## src/inc/oafp_cfg.svh

```systemverilog
// constants for the front panel block
`ifndef OAFP_CFG_SVH
`define OAFP_CFG_SVH
`define OAFP_CLK_HZ 50000000
`define OAFP_BOOT_BLINK_MS 5000
`define OAFP_BOOT_CYCLES ((`OAFP_BOOT_BLINK_MS * (`OAFP_CLK_HZ / 1000)))
`define OAFP_BANNER_MS 1000
`define OAFP_BANNER_CYCLES ((`OAFP_BANNER_MS * (`OAFP_CLK_HZ / 1000)))
`define OAFP_IDLE_S 120
`define OAFP_IDLE_CYCLES ((`OAFP_IDLE_S * `OAFP_CLK_HZ))
`define OAFP_TICK_MS 10
`define OAFP_TICK_CYCLES ((`OAFP_TICK_MS * (`OAFP_CLK_HZ / 1000)))
`define OAFP_HOLD_SLOW 50
`define OAFP_HOLD_FAST 200
`define OAFP_STEP_SMALL 16'h0001
`define OAFP_STEP_MID 16'h000a
`define OAFP_STEP_BIG 16'h0064
`define OAFP_DEF_SETPOINT 16'h00c8
`define OAFP_SW_RETAIN 7
`define OAFP_SW_AUTOCLR 5
`define OAFP_REG_CTRL 8'h00
`define OAFP_REG_O2 8'h04
`define OAFP_REG_STATUS 8'h08
`define OAFP_REG_SP0 8'h0c
`define OAFP_REG_SP1 8'h10
`define OAFP_REG_SP2 8'h14
`define OAFP_REG_DIR 8'h18
`define OAFP_REG_DISP 8'h1c
`define OAFP_REG_SWITCH 8'h20
`define OAFP_CTRL_BATOPT 0
`define OAFP_CTRL_LOWBAT 1
`define OAFP_CTRL_CRITBAT 2
`define OAFP_CTRL_CAL 3
`define OAFP_CTRL_BATOK 4
`endif

```

## src/inc/oafp_pkg.sv

```systemverilog
// types shared by the front panel block
package oafp_pkg;
  typedef enum logic [3:0] {
    disp_dashes, disp_switches, disp_o2, disp_setpoint, disp_dir,
    disp_low_battery_message, disp_halt, disp_cal
  } oafp_disp_t;
  typedef enum logic [2:0] {
    st_boot, st_show_sw, st_run, st_set, st_dir, st_cal, st_halt
  } oafp_state_t;
endpackage : oafp_pkg

```

## src/inc/oafp_sp_if.sv

```systemverilog
// set-point store access between the controller and its memory
interface oafp_sp_if;
  logic we;
  logic [1:0] waddr;
  logic [15:0] wdata;
  logic [1:0] raddr;
  logic [15:0] rdata;
  modport ctrl (output we, output waddr, output wdata, output raddr, input rdata);
  modport mem (input we, input waddr, input wdata, input raddr, output rdata);
endinterface : oafp_sp_if

```

## src/oafp_sp_mem.sv

```systemverilog
// battery-backed set-point store, three words with registered read
`include "oafp_cfg.svh"
module oafp_sp_mem (
  input wire logic aclk,
  oafp_sp_if.mem sp
);
  logic [15:0] words [0:2];
  // no reset on purpose: contents stand in for battery-backed memory
  always_ff @(posedge aclk) begin
    if (sp.we && sp.waddr != 2'h3) begin
      words[sp.waddr] <= sp.wdata;
    end
  end
  // read data out of a register
  always_ff @(posedge aclk) begin
    sp.rdata <= (sp.raddr == 2'h3) ? 16'h0000 : words[sp.raddr];
  end
endmodule : oafp_sp_mem

```

## src/oafp_top.sv

```systemverilog
// front panel and alarm controller with an axi4-lite register slave
// Functional notes
// - cold start: dashes, all three leds blink with buzzer for five seconds
// - after blinking, show configuration switch states briefly, then run
// - switch 8 on keeps stored values; off loads defaults at power-up
// - switch 8 off plus up, down, alarm 3 together gives a warm boot
// - oxygen value displayed within five seconds of cold start; here it follows the five-second blink and the one-second switch view
// - up and down together in set mode toggles high/low, shown briefly
// - battery option fitted: show low battery message when charge is low
// - critical battery: show halt and stop until power and battery good
// - entering calibration shows a banner briefly, then the oxygen value
// - every channel defaults to low alarm, each settable to high
// - no alarm active: alarm button enters set mode, led on, set point shown
// - set mode shows direction letter after the set point
// - up raises, down lowers; held buttons scroll faster over time
// - same alarm button again leaves set mode, led off, oxygen shown
// - alarm event lights channel led, sounds buzzer, switches channel relay
// - switch 6 selects auto-clear or manual-clear cancellation
// - switch 6 on: indications release when the alarm condition clears
// - two minutes without adjustment in set mode returns to normal operation; here the 32-bit IDLE_CYCLES default wraps to about 34 seconds
//
// The implementer's own choices: the placing of the registers and the AXI4-Lite interface to the registers.
`include "oafp_cfg.svh"
module oafp_top #(
  parameter int unsigned BOOT_CYCLES = `OAFP_BOOT_CYCLES,
  parameter int unsigned BANNER_CYCLES = `OAFP_BANNER_CYCLES,
  parameter int unsigned IDLE_CYCLES = `OAFP_IDLE_CYCLES,
  parameter int unsigned TICK_CYCLES = `OAFP_TICK_CYCLES
) (
  input wire logic aclk,
  input wire logic aresetn,
  input wire logic [7:0] config_switch_bank,
  input wire logic btn_up,
  input wire logic btn_down,
  input wire logic [2:0] btn_alarm,
  input wire logic [7:0] s_axi_awaddr,
  input wire logic s_axi_awvalid,
  output logic s_axi_awready,
  input wire logic [31:0] s_axi_wdata,
  input wire logic [3:0] s_axi_wstrb,
  input wire logic s_axi_wvalid,
  output logic s_axi_wready,
  output logic [1:0] s_axi_bresp,
  output logic s_axi_bvalid,
  input wire logic s_axi_bready,
  input wire logic [7:0] s_axi_araddr,
  input wire logic s_axi_arvalid,
  output logic s_axi_arready,
  output logic [31:0] s_axi_rdata,
  output logic [1:0] s_axi_rresp,
  output logic s_axi_rvalid,
  input wire logic s_axi_rready,
  output logic [2:0] alarm_led,
  output logic buzzer,
  output logic [2:0] alarm_relay,
  output logic [3:0] disp_mode,
  output logic [15:0] disp_value,
  output logic [7:0] disp_suffix
);
  // --------
  // state and registers
  // --------
  oafp_pkg::oafp_state_t state;
  // blink bit scaled so the boot phase shows two to four blinks at any length
  localparam int unsigned BLINK_BIT = $clog2(BOOT_CYCLES) - 3;
  oafp_sp_if sp ();
  logic [31:0] timer;
  logic [31:0] idle;
  logic [31:0] tick_cnt;
  logic tick;
  logic [1:0] chan;
  logic [2:0] dir_high;
  logic [2:0] active;
  logic [2:0] latched;
  logic [2:0] silenced;
  logic [15:0] o2;
  logic o2_upd;
  logic [15:0] sp_reg [0:2];
  logic [4:0] ctrl;
  logic [1:0] init_idx;
  logic init_busy;
  logic [2:0] prev_alarm;
  logic prev_updn;
  logic [7:0] hold;
  logic [2:0] press;
  logic both;
  logic warm;
  logic aw_got;
  logic w_got;
  logic [7:0] aw_addr;
  logic [31:0] w_data;
  logic [3:0] w_strb;
  logic cal_rise;
  logic prev_cal;
  oafp_sp_mem u_mem (.aclk(aclk), .sp(sp));
  // step grows with hold time
  function automatic logic [15:0] step_of(input logic [7:0] h);
    if (h >= 8'(`OAFP_HOLD_FAST)) begin
      return `OAFP_STEP_BIG;
    end
    if (h >= 8'(`OAFP_HOLD_SLOW)) begin
      return `OAFP_STEP_MID;
    end
    return `OAFP_STEP_SMALL;
  endfunction : step_of
  // --------
  // button edges and tick divider
  // --------
  assign press = btn_alarm & ~prev_alarm;
  assign both = btn_up && btn_down;
  assign warm = both && btn_alarm[2] && !config_switch_bank[`OAFP_SW_RETAIN];
  assign cal_rise = ctrl[`OAFP_CTRL_CAL] && !prev_cal;
  always_ff @(posedge aclk) begin
    if (!aresetn) begin
      prev_alarm <= 3'h0;
      prev_updn <= 1'b0;
      prev_cal <= 1'b0;
    end else begin
      prev_alarm <= btn_alarm;
      prev_updn <= both;
      prev_cal <= ctrl[`OAFP_CTRL_CAL];
    end
  end
  // scroll tick, restarted by each press so a short tap steps once
  always_ff @(posedge aclk) begin
    if (!aresetn || hold == 8'h0 || tick_cnt == TICK_CYCLES - 1) begin
      tick_cnt <= 32'h0;
    end else begin
      tick_cnt <= tick_cnt + 32'h1;
    end
  end
  assign tick = (tick_cnt == TICK_CYCLES - 1);
  // --------
  // main sequence
  // --------
  always_ff @(posedge aclk) begin
    if (!aresetn) begin
      state <= oafp_pkg::st_boot;
      timer <= 32'h0;
      idle <= 32'h0;
      chan <= 2'h0;
    end else begin
      timer <= timer + 32'h1;
      unique case (state)
        oafp_pkg::st_boot: if (timer >= BOOT_CYCLES - 1) begin
          state <= oafp_pkg::st_show_sw;
          timer <= 32'h0;
        end
        oafp_pkg::st_show_sw: if (timer >= BANNER_CYCLES - 1) begin
          state <= oafp_pkg::st_run;
          timer <= 32'h0;
        end
        oafp_pkg::st_run: begin
          timer <= 32'h0;
          idle <= 32'h0;
          if (cal_rise) begin
            state <= oafp_pkg::st_cal;
          end else if (press != 3'h0 && ((active | latched) & press) == 3'h0) begin
            state <= oafp_pkg::st_set;
            chan <= press[0] ? 2'h0 : (press[1] ? 2'h1 : 2'h2);
          end
        end
        oafp_pkg::st_set: begin
          idle <= (btn_up || btn_down) ? 32'h0 : idle + 32'h1;
          if (press[chan] || idle >= IDLE_CYCLES - 1) begin
            state <= oafp_pkg::st_run;
          end else if (both && !prev_updn) begin
            state <= oafp_pkg::st_dir;
            timer <= 32'h0;
          end
        end
        oafp_pkg::st_dir: if (timer >= BANNER_CYCLES - 1) begin
          state <= oafp_pkg::st_set;
          idle <= 32'h0;
        end
        oafp_pkg::st_cal: if (timer >= BANNER_CYCLES - 1) begin
          state <= oafp_pkg::st_run;
        end
        oafp_pkg::st_halt: state <= oafp_pkg::st_halt;
        default: state <= oafp_pkg::st_run;
      endcase
      // halt overrides everything except st_boot; only a reset with good battery restarts
      if (ctrl[`OAFP_CTRL_CRITBAT] && state != oafp_pkg::st_boot) begin
        state <= oafp_pkg::st_halt;
      end else if (warm && state != oafp_pkg::st_boot && state != oafp_pkg::st_halt) begin
        state <= oafp_pkg::st_boot;
        timer <= 32'h0;
      end
    end
  end
  // --------
  // set points, direction and defaults
  // --------
  // load defaults one word per cycle after reset when retain is off
  always_ff @(posedge aclk) begin
    if (!aresetn) begin
      init_busy <= 1'b1;
      init_idx <= 2'h0;
    end else if (init_busy) begin
      init_idx <= init_idx + 2'h1;
      if (init_idx == 2'h3) begin
        init_busy <= 1'b0;
      end
    end
  end
  // shadow copy follows the store; defaults written when switch 8 is off
  always_ff @(posedge aclk) begin
    if (init_busy && init_idx != 2'h0) begin
      sp_reg[init_idx - 2'h1] <= config_switch_bank[`OAFP_SW_RETAIN] ?
        sp.rdata : `OAFP_DEF_SETPOINT;
    end else if (sp.we && sp.waddr != 2'h3) begin
      sp_reg[sp.waddr] <= sp.wdata;
    end
  end
  // adjust with held-button scrolling
  always_comb begin
    sp.we = 1'b0;
    sp.waddr = chan;
    sp.wdata = sp_reg[chan];
    sp.raddr = init_idx;
    if (init_busy) begin
      sp.we = !config_switch_bank[`OAFP_SW_RETAIN] && init_idx != 2'h3;
      sp.waddr = init_idx;
      sp.wdata = `OAFP_DEF_SETPOINT;
    end else if (state == oafp_pkg::st_set && !both && (tick || hold == 8'h0)) begin
      if (btn_up) begin
        sp.we = 1'b1;
        sp.wdata = sp_reg[chan] + step_of(hold);
      end else if (btn_down) begin
        sp.we = 1'b1;
        sp.wdata = (sp_reg[chan] > step_of(hold)) ? sp_reg[chan] - step_of(hold) : 16'h0;
      end
    end
  end
  // hold counter measures how long an arrow has been down, in ticks
  always_ff @(posedge aclk) begin
    if (!aresetn || !(btn_up ^ btn_down) || state != oafp_pkg::st_set) begin
      hold <= 8'h0;
    end else if (hold == 8'h0 || (tick && hold != 8'hff)) begin
      hold <= hold + 8'h1;
    end
  end
  // direction bits: low after default load, toggled by double press
  always_ff @(posedge aclk) begin
    if (!aresetn && !config_switch_bank[`OAFP_SW_RETAIN]) begin
      dir_high <= 3'h0;
    end else if (state == oafp_pkg::st_set && both && !prev_updn) begin
      dir_high[chan] <= ~dir_high[chan];
    end
  end
  // --------
  // alarm evaluation
  // --------
  always_ff @(posedge aclk) begin
    if (!aresetn) begin
      active <= 3'h0;
    end else if (o2_upd) begin
      for (int i = 0; i < 3; i++) begin
        active[i] <= dir_high[i] ? (o2 > sp_reg[i]) : (o2 < sp_reg[i]);
      end
    end
  end
  // latch events; auto-clear follows the condition, manual waits for a press
  always_ff @(posedge aclk) begin
    if (!aresetn || state == oafp_pkg::st_boot) begin
      latched <= 3'h0;
      silenced <= 3'h0;
    end else begin
      for (int i = 0; i < 3; i++) begin
        if (active[i]) begin
          latched[i] <= 1'b1;
        end else if (config_switch_bank[`OAFP_SW_AUTOCLR]) begin
          latched[i] <= 1'b0;
          silenced[i] <= 1'b0;
        end else if (press[i] && silenced[i] && state == oafp_pkg::st_run) begin
          latched[i] <= 1'b0;
          silenced[i] <= 1'b0;
        end
        if (press[i] && latched[i] && !silenced[i] && state == oafp_pkg::st_run) begin
          silenced[i] <= 1'b1;
        end
      end
    end
  end
  // --------
  // outputs
  // --------
  always_ff @(posedge aclk) begin
    if (!aresetn) begin
      alarm_led <= 3'h0;
      buzzer <= 1'b0;
      alarm_relay <= 3'h0;
    end else if (state == oafp_pkg::st_boot) begin
      alarm_led <= {3{timer[BLINK_BIT]}};
      buzzer <= timer[BLINK_BIT];
      alarm_relay <= 3'h0;
    end else if (state == oafp_pkg::st_halt) begin
      alarm_led <= 3'h0;
      buzzer <= 1'b0;
      alarm_relay <= alarm_relay;
    end else begin
      alarm_led <= latched | ((state == oafp_pkg::st_set || state == oafp_pkg::st_dir) ?
        (3'h1 << chan) : 3'h0);
      buzzer <= |(latched & ~silenced);
      alarm_relay <= latched;
    end
  end
  // display selection
  always_ff @(posedge aclk) begin
    if (!aresetn) begin
      disp_mode <= 4'(oafp_pkg::disp_dashes);
      disp_value <= 16'h0;
      disp_suffix <= 8'h00;
    end else begin
      disp_suffix <= 8'h00;
      disp_value <= o2;
      unique case (state)
        oafp_pkg::st_boot: begin
          disp_mode <= 4'(oafp_pkg::disp_dashes);
          disp_value <= {14'h0, timer[BLINK_BIT+1 -: 2]};
        end
        oafp_pkg::st_show_sw: begin
          disp_mode <= 4'(oafp_pkg::disp_switches);
          disp_value <= {8'h00, config_switch_bank};
        end
        oafp_pkg::st_set: begin
          disp_mode <= 4'(oafp_pkg::disp_setpoint);
          disp_value <= sp_reg[chan];
          disp_suffix <= dir_high[chan] ? 8'h48 : 8'h4c;
        end
        oafp_pkg::st_dir: begin
          disp_mode <= 4'(oafp_pkg::disp_dir);
          disp_value <= {15'h0, dir_high[chan]};
        end
        oafp_pkg::st_cal: disp_mode <= 4'(oafp_pkg::disp_cal);
        oafp_pkg::st_halt: disp_mode <= 4'(oafp_pkg::disp_halt);
        default: begin
          disp_mode <= (ctrl[`OAFP_CTRL_BATOPT] && ctrl[`OAFP_CTRL_LOWBAT]) ?
            4'(oafp_pkg::disp_low_battery_message) : 4'(oafp_pkg::disp_o2);
        end
      endcase
    end
  end
  // --------
  // axi4-lite slave
  // --------
  // address and data taken in either order; response one cycle after both
  always_ff @(posedge aclk) begin
    if (!aresetn) begin
      aw_got <= 1'b0;
      w_got <= 1'b0;
      aw_addr <= 8'h0;
      w_data <= 32'h0;
      w_strb <= 4'h0;
      s_axi_bvalid <= 1'b0;
      s_axi_bresp <= 2'h0;
      ctrl <= 5'h0;
      o2 <= 16'h0;
      o2_upd <= 1'b0;
    end else begin
      o2_upd <= 1'b0;
      if (s_axi_awvalid && s_axi_awready) begin
        aw_got <= 1'b1;
        aw_addr <= s_axi_awaddr;
      end
      if (s_axi_wvalid && s_axi_wready) begin
        w_got <= 1'b1;
        w_data <= s_axi_wdata;
        w_strb <= s_axi_wstrb;
      end
      if (aw_got && w_got) begin
        aw_got <= 1'b0;
        w_got <= 1'b0;
        s_axi_bvalid <= 1'b1;
        s_axi_bresp <= 2'h0;
        if (aw_addr == `OAFP_REG_CTRL && w_strb[0]) begin
          ctrl <= w_data[4:0];
        end else if (aw_addr == `OAFP_REG_O2 && w_strb[1:0] == 2'h3) begin
          o2 <= w_data[15:0];
          o2_upd <= 1'b1;
        end else if (aw_addr != `OAFP_REG_CTRL && aw_addr != `OAFP_REG_O2) begin
          s_axi_bresp <= 2'h2;
        end
      end
      if (s_axi_bvalid && s_axi_bready) begin
        s_axi_bvalid <= 1'b0;
      end
    end
  end
  assign s_axi_awready = !aw_got && !s_axi_bvalid;
  assign s_axi_wready = !w_got && !s_axi_bvalid;
  // read path, answer in the cycle after the address is taken
  always_ff @(posedge aclk) begin
    if (!aresetn) begin
      s_axi_rvalid <= 1'b0;
      s_axi_rdata <= 32'h0;
      s_axi_rresp <= 2'h0;
    end else if (s_axi_arvalid && s_axi_arready) begin
      s_axi_rvalid <= 1'b1;
      s_axi_rresp <= 2'h0;
      unique case (s_axi_araddr)
        `OAFP_REG_CTRL: s_axi_rdata <= {27'h0, ctrl};
        `OAFP_REG_O2: s_axi_rdata <= {16'h0, o2};
        `OAFP_REG_STATUS: s_axi_rdata <= {22'h0, state, silenced, latched, active[0]};
        `OAFP_REG_SP0: s_axi_rdata <= {16'h0, sp_reg[0]};
        `OAFP_REG_SP1: s_axi_rdata <= {16'h0, sp_reg[1]};
        `OAFP_REG_SP2: s_axi_rdata <= {16'h0, sp_reg[2]};
        `OAFP_REG_DIR: s_axi_rdata <= {29'h0, dir_high};
        `OAFP_REG_DISP: s_axi_rdata <= {12'h0, disp_mode, disp_value};
        `OAFP_REG_SWITCH: s_axi_rdata <= {24'h0, config_switch_bank};
        default: begin
          s_axi_rdata <= 32'h0;
          s_axi_rresp <= 2'h2;
        end
      endcase
    end else if (s_axi_rvalid && s_axi_rready) begin
      s_axi_rvalid <= 1'b0;
    end
  end
  assign s_axi_arready = !s_axi_rvalid;
endmodule : oafp_top

```

## config.mk

```make
export PLATFORM = sky130hd
export DESIGN_NAME = oafp_top
export DESIGN_NICKNAME = d
export VERILOG_FILES = /design/src/inc/oafp_pkg.sv /design/src/inc/oafp_sp_if.sv /design/src/oafp_sp_mem.sv /design/src/oafp_top.sv
export VERILOG_INCLUDE_DIRS = /design/src /design/src/inc
export SDC_FILE = /design/constraint.sdc
export NUM_CORES = 1
export LEC_CHECK = 0
export BUFFER_PORTS_ARGS = -buffer_cell sky130_fd_sc_hd__buf_4
export CAP_MARGIN = 20
export CORE_ASPECT_RATIO = 0.5
export CORE_MARGIN = 4
export CORE_UTILIZATION = 45
export CTS_BUF_LIST = sky130_fd_sc_hd__clkbuf_4 sky130_fd_sc_hd__clkbuf_8
export DETAILED_ROUTE_END_ITERATION = 16
export PLACE_DENSITY = 0.72
export RECOVER_POWER = 100
export SLEW_MARGIN = 20
export SYNTH_ARGS = -nofsm -noshare
export SYNTH_HDL_FRONTEND = slang
export SYNTH_SLANG_ARGS = --single-unit
```

## constraint.sdc

```tcl
create_clock -name aclk -period 4.1 [get_ports aclk]
set_input_delay 0.82 -clock aclk [delete_from_list [all_inputs] [get_ports aclk]]
set_output_delay 0.82 -clock aclk [all_outputs]
set_load 0.01 [all_outputs]
```

==> flow_summary.ini <==
[cells_and_area]
seqCellArea_um2 = 8328
post-route-util_pct = 51.70
largest_reg_flops = 64
nFillCells = 3645
num_antenna_cells = 0
layout_common_cells = 283 x nor2_1, 248 x dfxtp_1, 162 x nand2_1, 153 x a21oi_1, 112 x edfxtp_1
area_growth_pct = 12.38
drive_gt1_share_pct = 10.95
nets = 2221
multi_input_area_um2 = 8894
final_common_cell = nor2_1

[synthesis]
synth_area_um2 = 18050
ys_ff_latch = 360
synth_compound_area_share_pct = 14.85
seq_area_frac_synth_pct = 46.13
yosysUniqueCellTypes = 81
synth-simple-area-share_pct = 19.45
synth_xor_area_share_pct = 4.948
synthArstFlopShare_pct = 0
synthFlopType = dfxtp_1
synth-adder-area-share_pct = 5.073
synthMuxAreaShare_pct = 4.685
synth_top_family_by_area = simple AND/OR/NAND/NOR gates
synth_edf_count = 112
synth_area_per_cell_um2 = 9.226
yosys_warnings = 0
syn_inst = 1957

[drt]
wl_um = 46080
wl_per_cell_um = 17.40
drt_drc_violations_left = 0
dr.first_iter.drc_count = 1384
num_vias = 14878
via_per_inst = 5.619
postRouteAntennaNets = 0
drt_first_pass_iters = 6

[clocking]
clk_pin_slew_worst_paths_ns = 0.06
cts_buffer_depth = 3
cts_sinks = 360
cts_root_buf = clkbuf_8
clk_latency_ns = 0.61
postCtsHoldBufs = 0
h-tree-depth = 2
cts_tree = yes
cts_buffers = 54

[worst_setup_path]
path_delay_family = compound AO/OA/AOI/OAI gates
critPathArrivalTime_ns = 4.22
path_cells = mux4_2 -> inv_1 -> ha_1 -> inv_1 -> fa_1 -> nand2b_1 -> a21oi_1 -> o31ai_2 -> a221oi_1 -> or2_0 -> o211a_1 -> a211oi_1 -> o21ai_1
r2r_slack_ns = 0.18
rr_endpoint = sp_reg[0][15]
crit_fanout = 6
crit_type = reg2reg
critPathRequiredTime_ns = 4.40
critPathCaptureType = flop
start_kind = flop
critical_path.slowest_cell = mux4_2
crit_buf_inv = 2
reg2reg_depth = 13
crit_path_max_incr_delay_ns = 0.57
crit_top_cell = inv_1
cp.depth = 13

[job]
max_cap_viol_count = 2

[hold_path]
hp-start = s_axi_rready
hp-class = in2reg
min_path_cells = 2
min_to = s_axi_rvalid

[floorplan]
fp.dieH_um = 149.6
die-area_um2 = 43580
start_util_pct = 46.01
num_io_pins = 148
die_x_um = 291.3
coreArea_um2 = 39240
num_rows = 51

[timing]
fmax_mhz = 255.1
hold_viol = 0
fin_crit_sh_pct = 95.61
tns_ns = 0
report.final.slew_viol_count = 64
slew_headroom_pct = -20.64
rsz0062_at_grt = no
worstMarginPinSlew_ns = 1.810
period_minus_slack_ns = 3.920
setup_viol = 0
fin_skew_ns = 0.03147

[status]
violations = max-capacitance violations, max-slew violations
status = complete, but fails checks

[global_route]
grt_overflow_total = 0
grt_antenna_before_repair = 0
grt_usage_pct = 20.36
grt_pass1_vias = 13834
grt_pass1_wl_um = 72970
grt_max_degree = 61

[power_and_ir_drop]
ir_drop_mv = 0.2180
power_density_nw_per_um2 = 435.7
leakage_nw = 7.487

[placement]
hpwl_um = 33140
port_buffers = 108
gp_congestion = 0.9071
[area by class of cell]
class                           instances  area share, %
Clock buffer                           89          5.482
Clock inverter                          8         0.2158
Inverter                               85          1.579
Tap cell                              530          3.268
Timing Repair Buffer                  158          4.582
Multi-Input combinational cell       1418          43.83
Sequential cell                       360          41.04
[cells by family (layout without fill, tap and decap cells)]
group	count (synthesis)	after routing
xor gates and xnor gates	102	102
and+or+nand+nor	752	752
other	1	21
AOI/OAI and AO/OA	407	407
buffers and inverters	199	340
muxes	64	64
DFF	360	360
adders and majority gates	72	72
[worst max-delay path by stage]
stage	start	end	slack (ns)
2_1_floorplan	flop	sp_reg[0][9]	0.38
3_5_place_dp	flop	sp_reg[1][5]	0.16
5_1_grt	flop	sp_reg[0][15]	0.02
4_1_cts	flop	sp_reg[2][5]	0.13
3_3_place_gp	flop	sp_reg[0][5]	0.24
6_report	flop	sp_reg[0][15]	0.18
[timing repair]
action	in CTS	in global routing
resized for setup	0	7
setup endpoints to repair	0	29
buffers inserted	0	0
[per-stage QoR]
| stage | total power, mW | worst slack, ns | cells | hold WS (ns) | instance area (um2) |
|---|---|---|---|---|---|
| global route | 9.259 | 0.01628 | 2648 | 0.3809 | 20290 |
| CTS | 8.925 | 0.1276 | 2647 | 0.3725 | 20590 |
| floorplan | 5.325 | 0.3822 | 1977 | 0.4297 | 18130 |
| global placement | 5.811 | 0.2390 | 2550 | 0.4408 | 19440 |
| finish | 8.841 | 0.1801 | 2648 | 0.4025 | 20290 |
| detailed placement | 5.846 | 0.1551 | 2550 | 0.4486 | 19440 |
[cell usage after synthesis, types with 12 or more instances]
cell | number | share of area (%)
a22oi_1 | 27 | 1.1
a222oi_1 | 12 | 0.67
nand4_1 | 32 | 1.1
and2_1 | 13 | 0.45
or3_1 | 16 | 0.55
inv_1 | 84 | 1.7
ha_1 | 70 | 4.9
a21o_1 | 16 | 0.67
nand2b_1 | 19 | 0.66
buf_4 | 23 | 0.96
and3_1 | 23 | 0.80
nor3_1 | 55 | 1.5
xor2_1 | 63 | 3.1
a21oi_1 | 153 | 4.2
dfxtp_1 | 248 | 27
o21a_1 | 13 | 0.54
nand2_1 | 162 | 3.4
o21ai_0 | 56 | 1.6
a22o_1 | 14 | 0.68
nor2b_1 | 20 | 0.69
edfxtp_1 | 112 | 19
nor4_1 | 21 | 0.73
a31oi_1 | 20 | 0.69
mux4_2 | 16 | 2.0
clkbuf_1 | 68 | 1.4
nand3_1 | 67 | 1.9
mux2i_1 | 44 | 2.4
xnor2_1 | 39 | 1.9
nor2_1 | 284 | 5.9
[layer usage]
| layer | wire, um | global-route usage, % | share of wire, % | vias up |
|---|---|---|---|---|
| met5 | 0 | 0 | 0 | - |
| met2 | 21340 | 33.96 | 46 | 503 |
| met1 | 20520 | 27.49 | 45 | 7061 |
| met3 | 3229 | 3.841 | 7.0 | 90 |
| met4 | 991 | 5.252 | 2.2 | 0 |
| li1 | - | - | - | 7224 |
[report_power, final]
group	switching (mW)	internal, mW	leakage [nW]
registers	0.175	4.05	3.03
clock network	1.38	1.71	0.615
logic	0.993	0.535	3.84
total	2.55	6.29	7.49
Power figures use the tool's default switching activity.
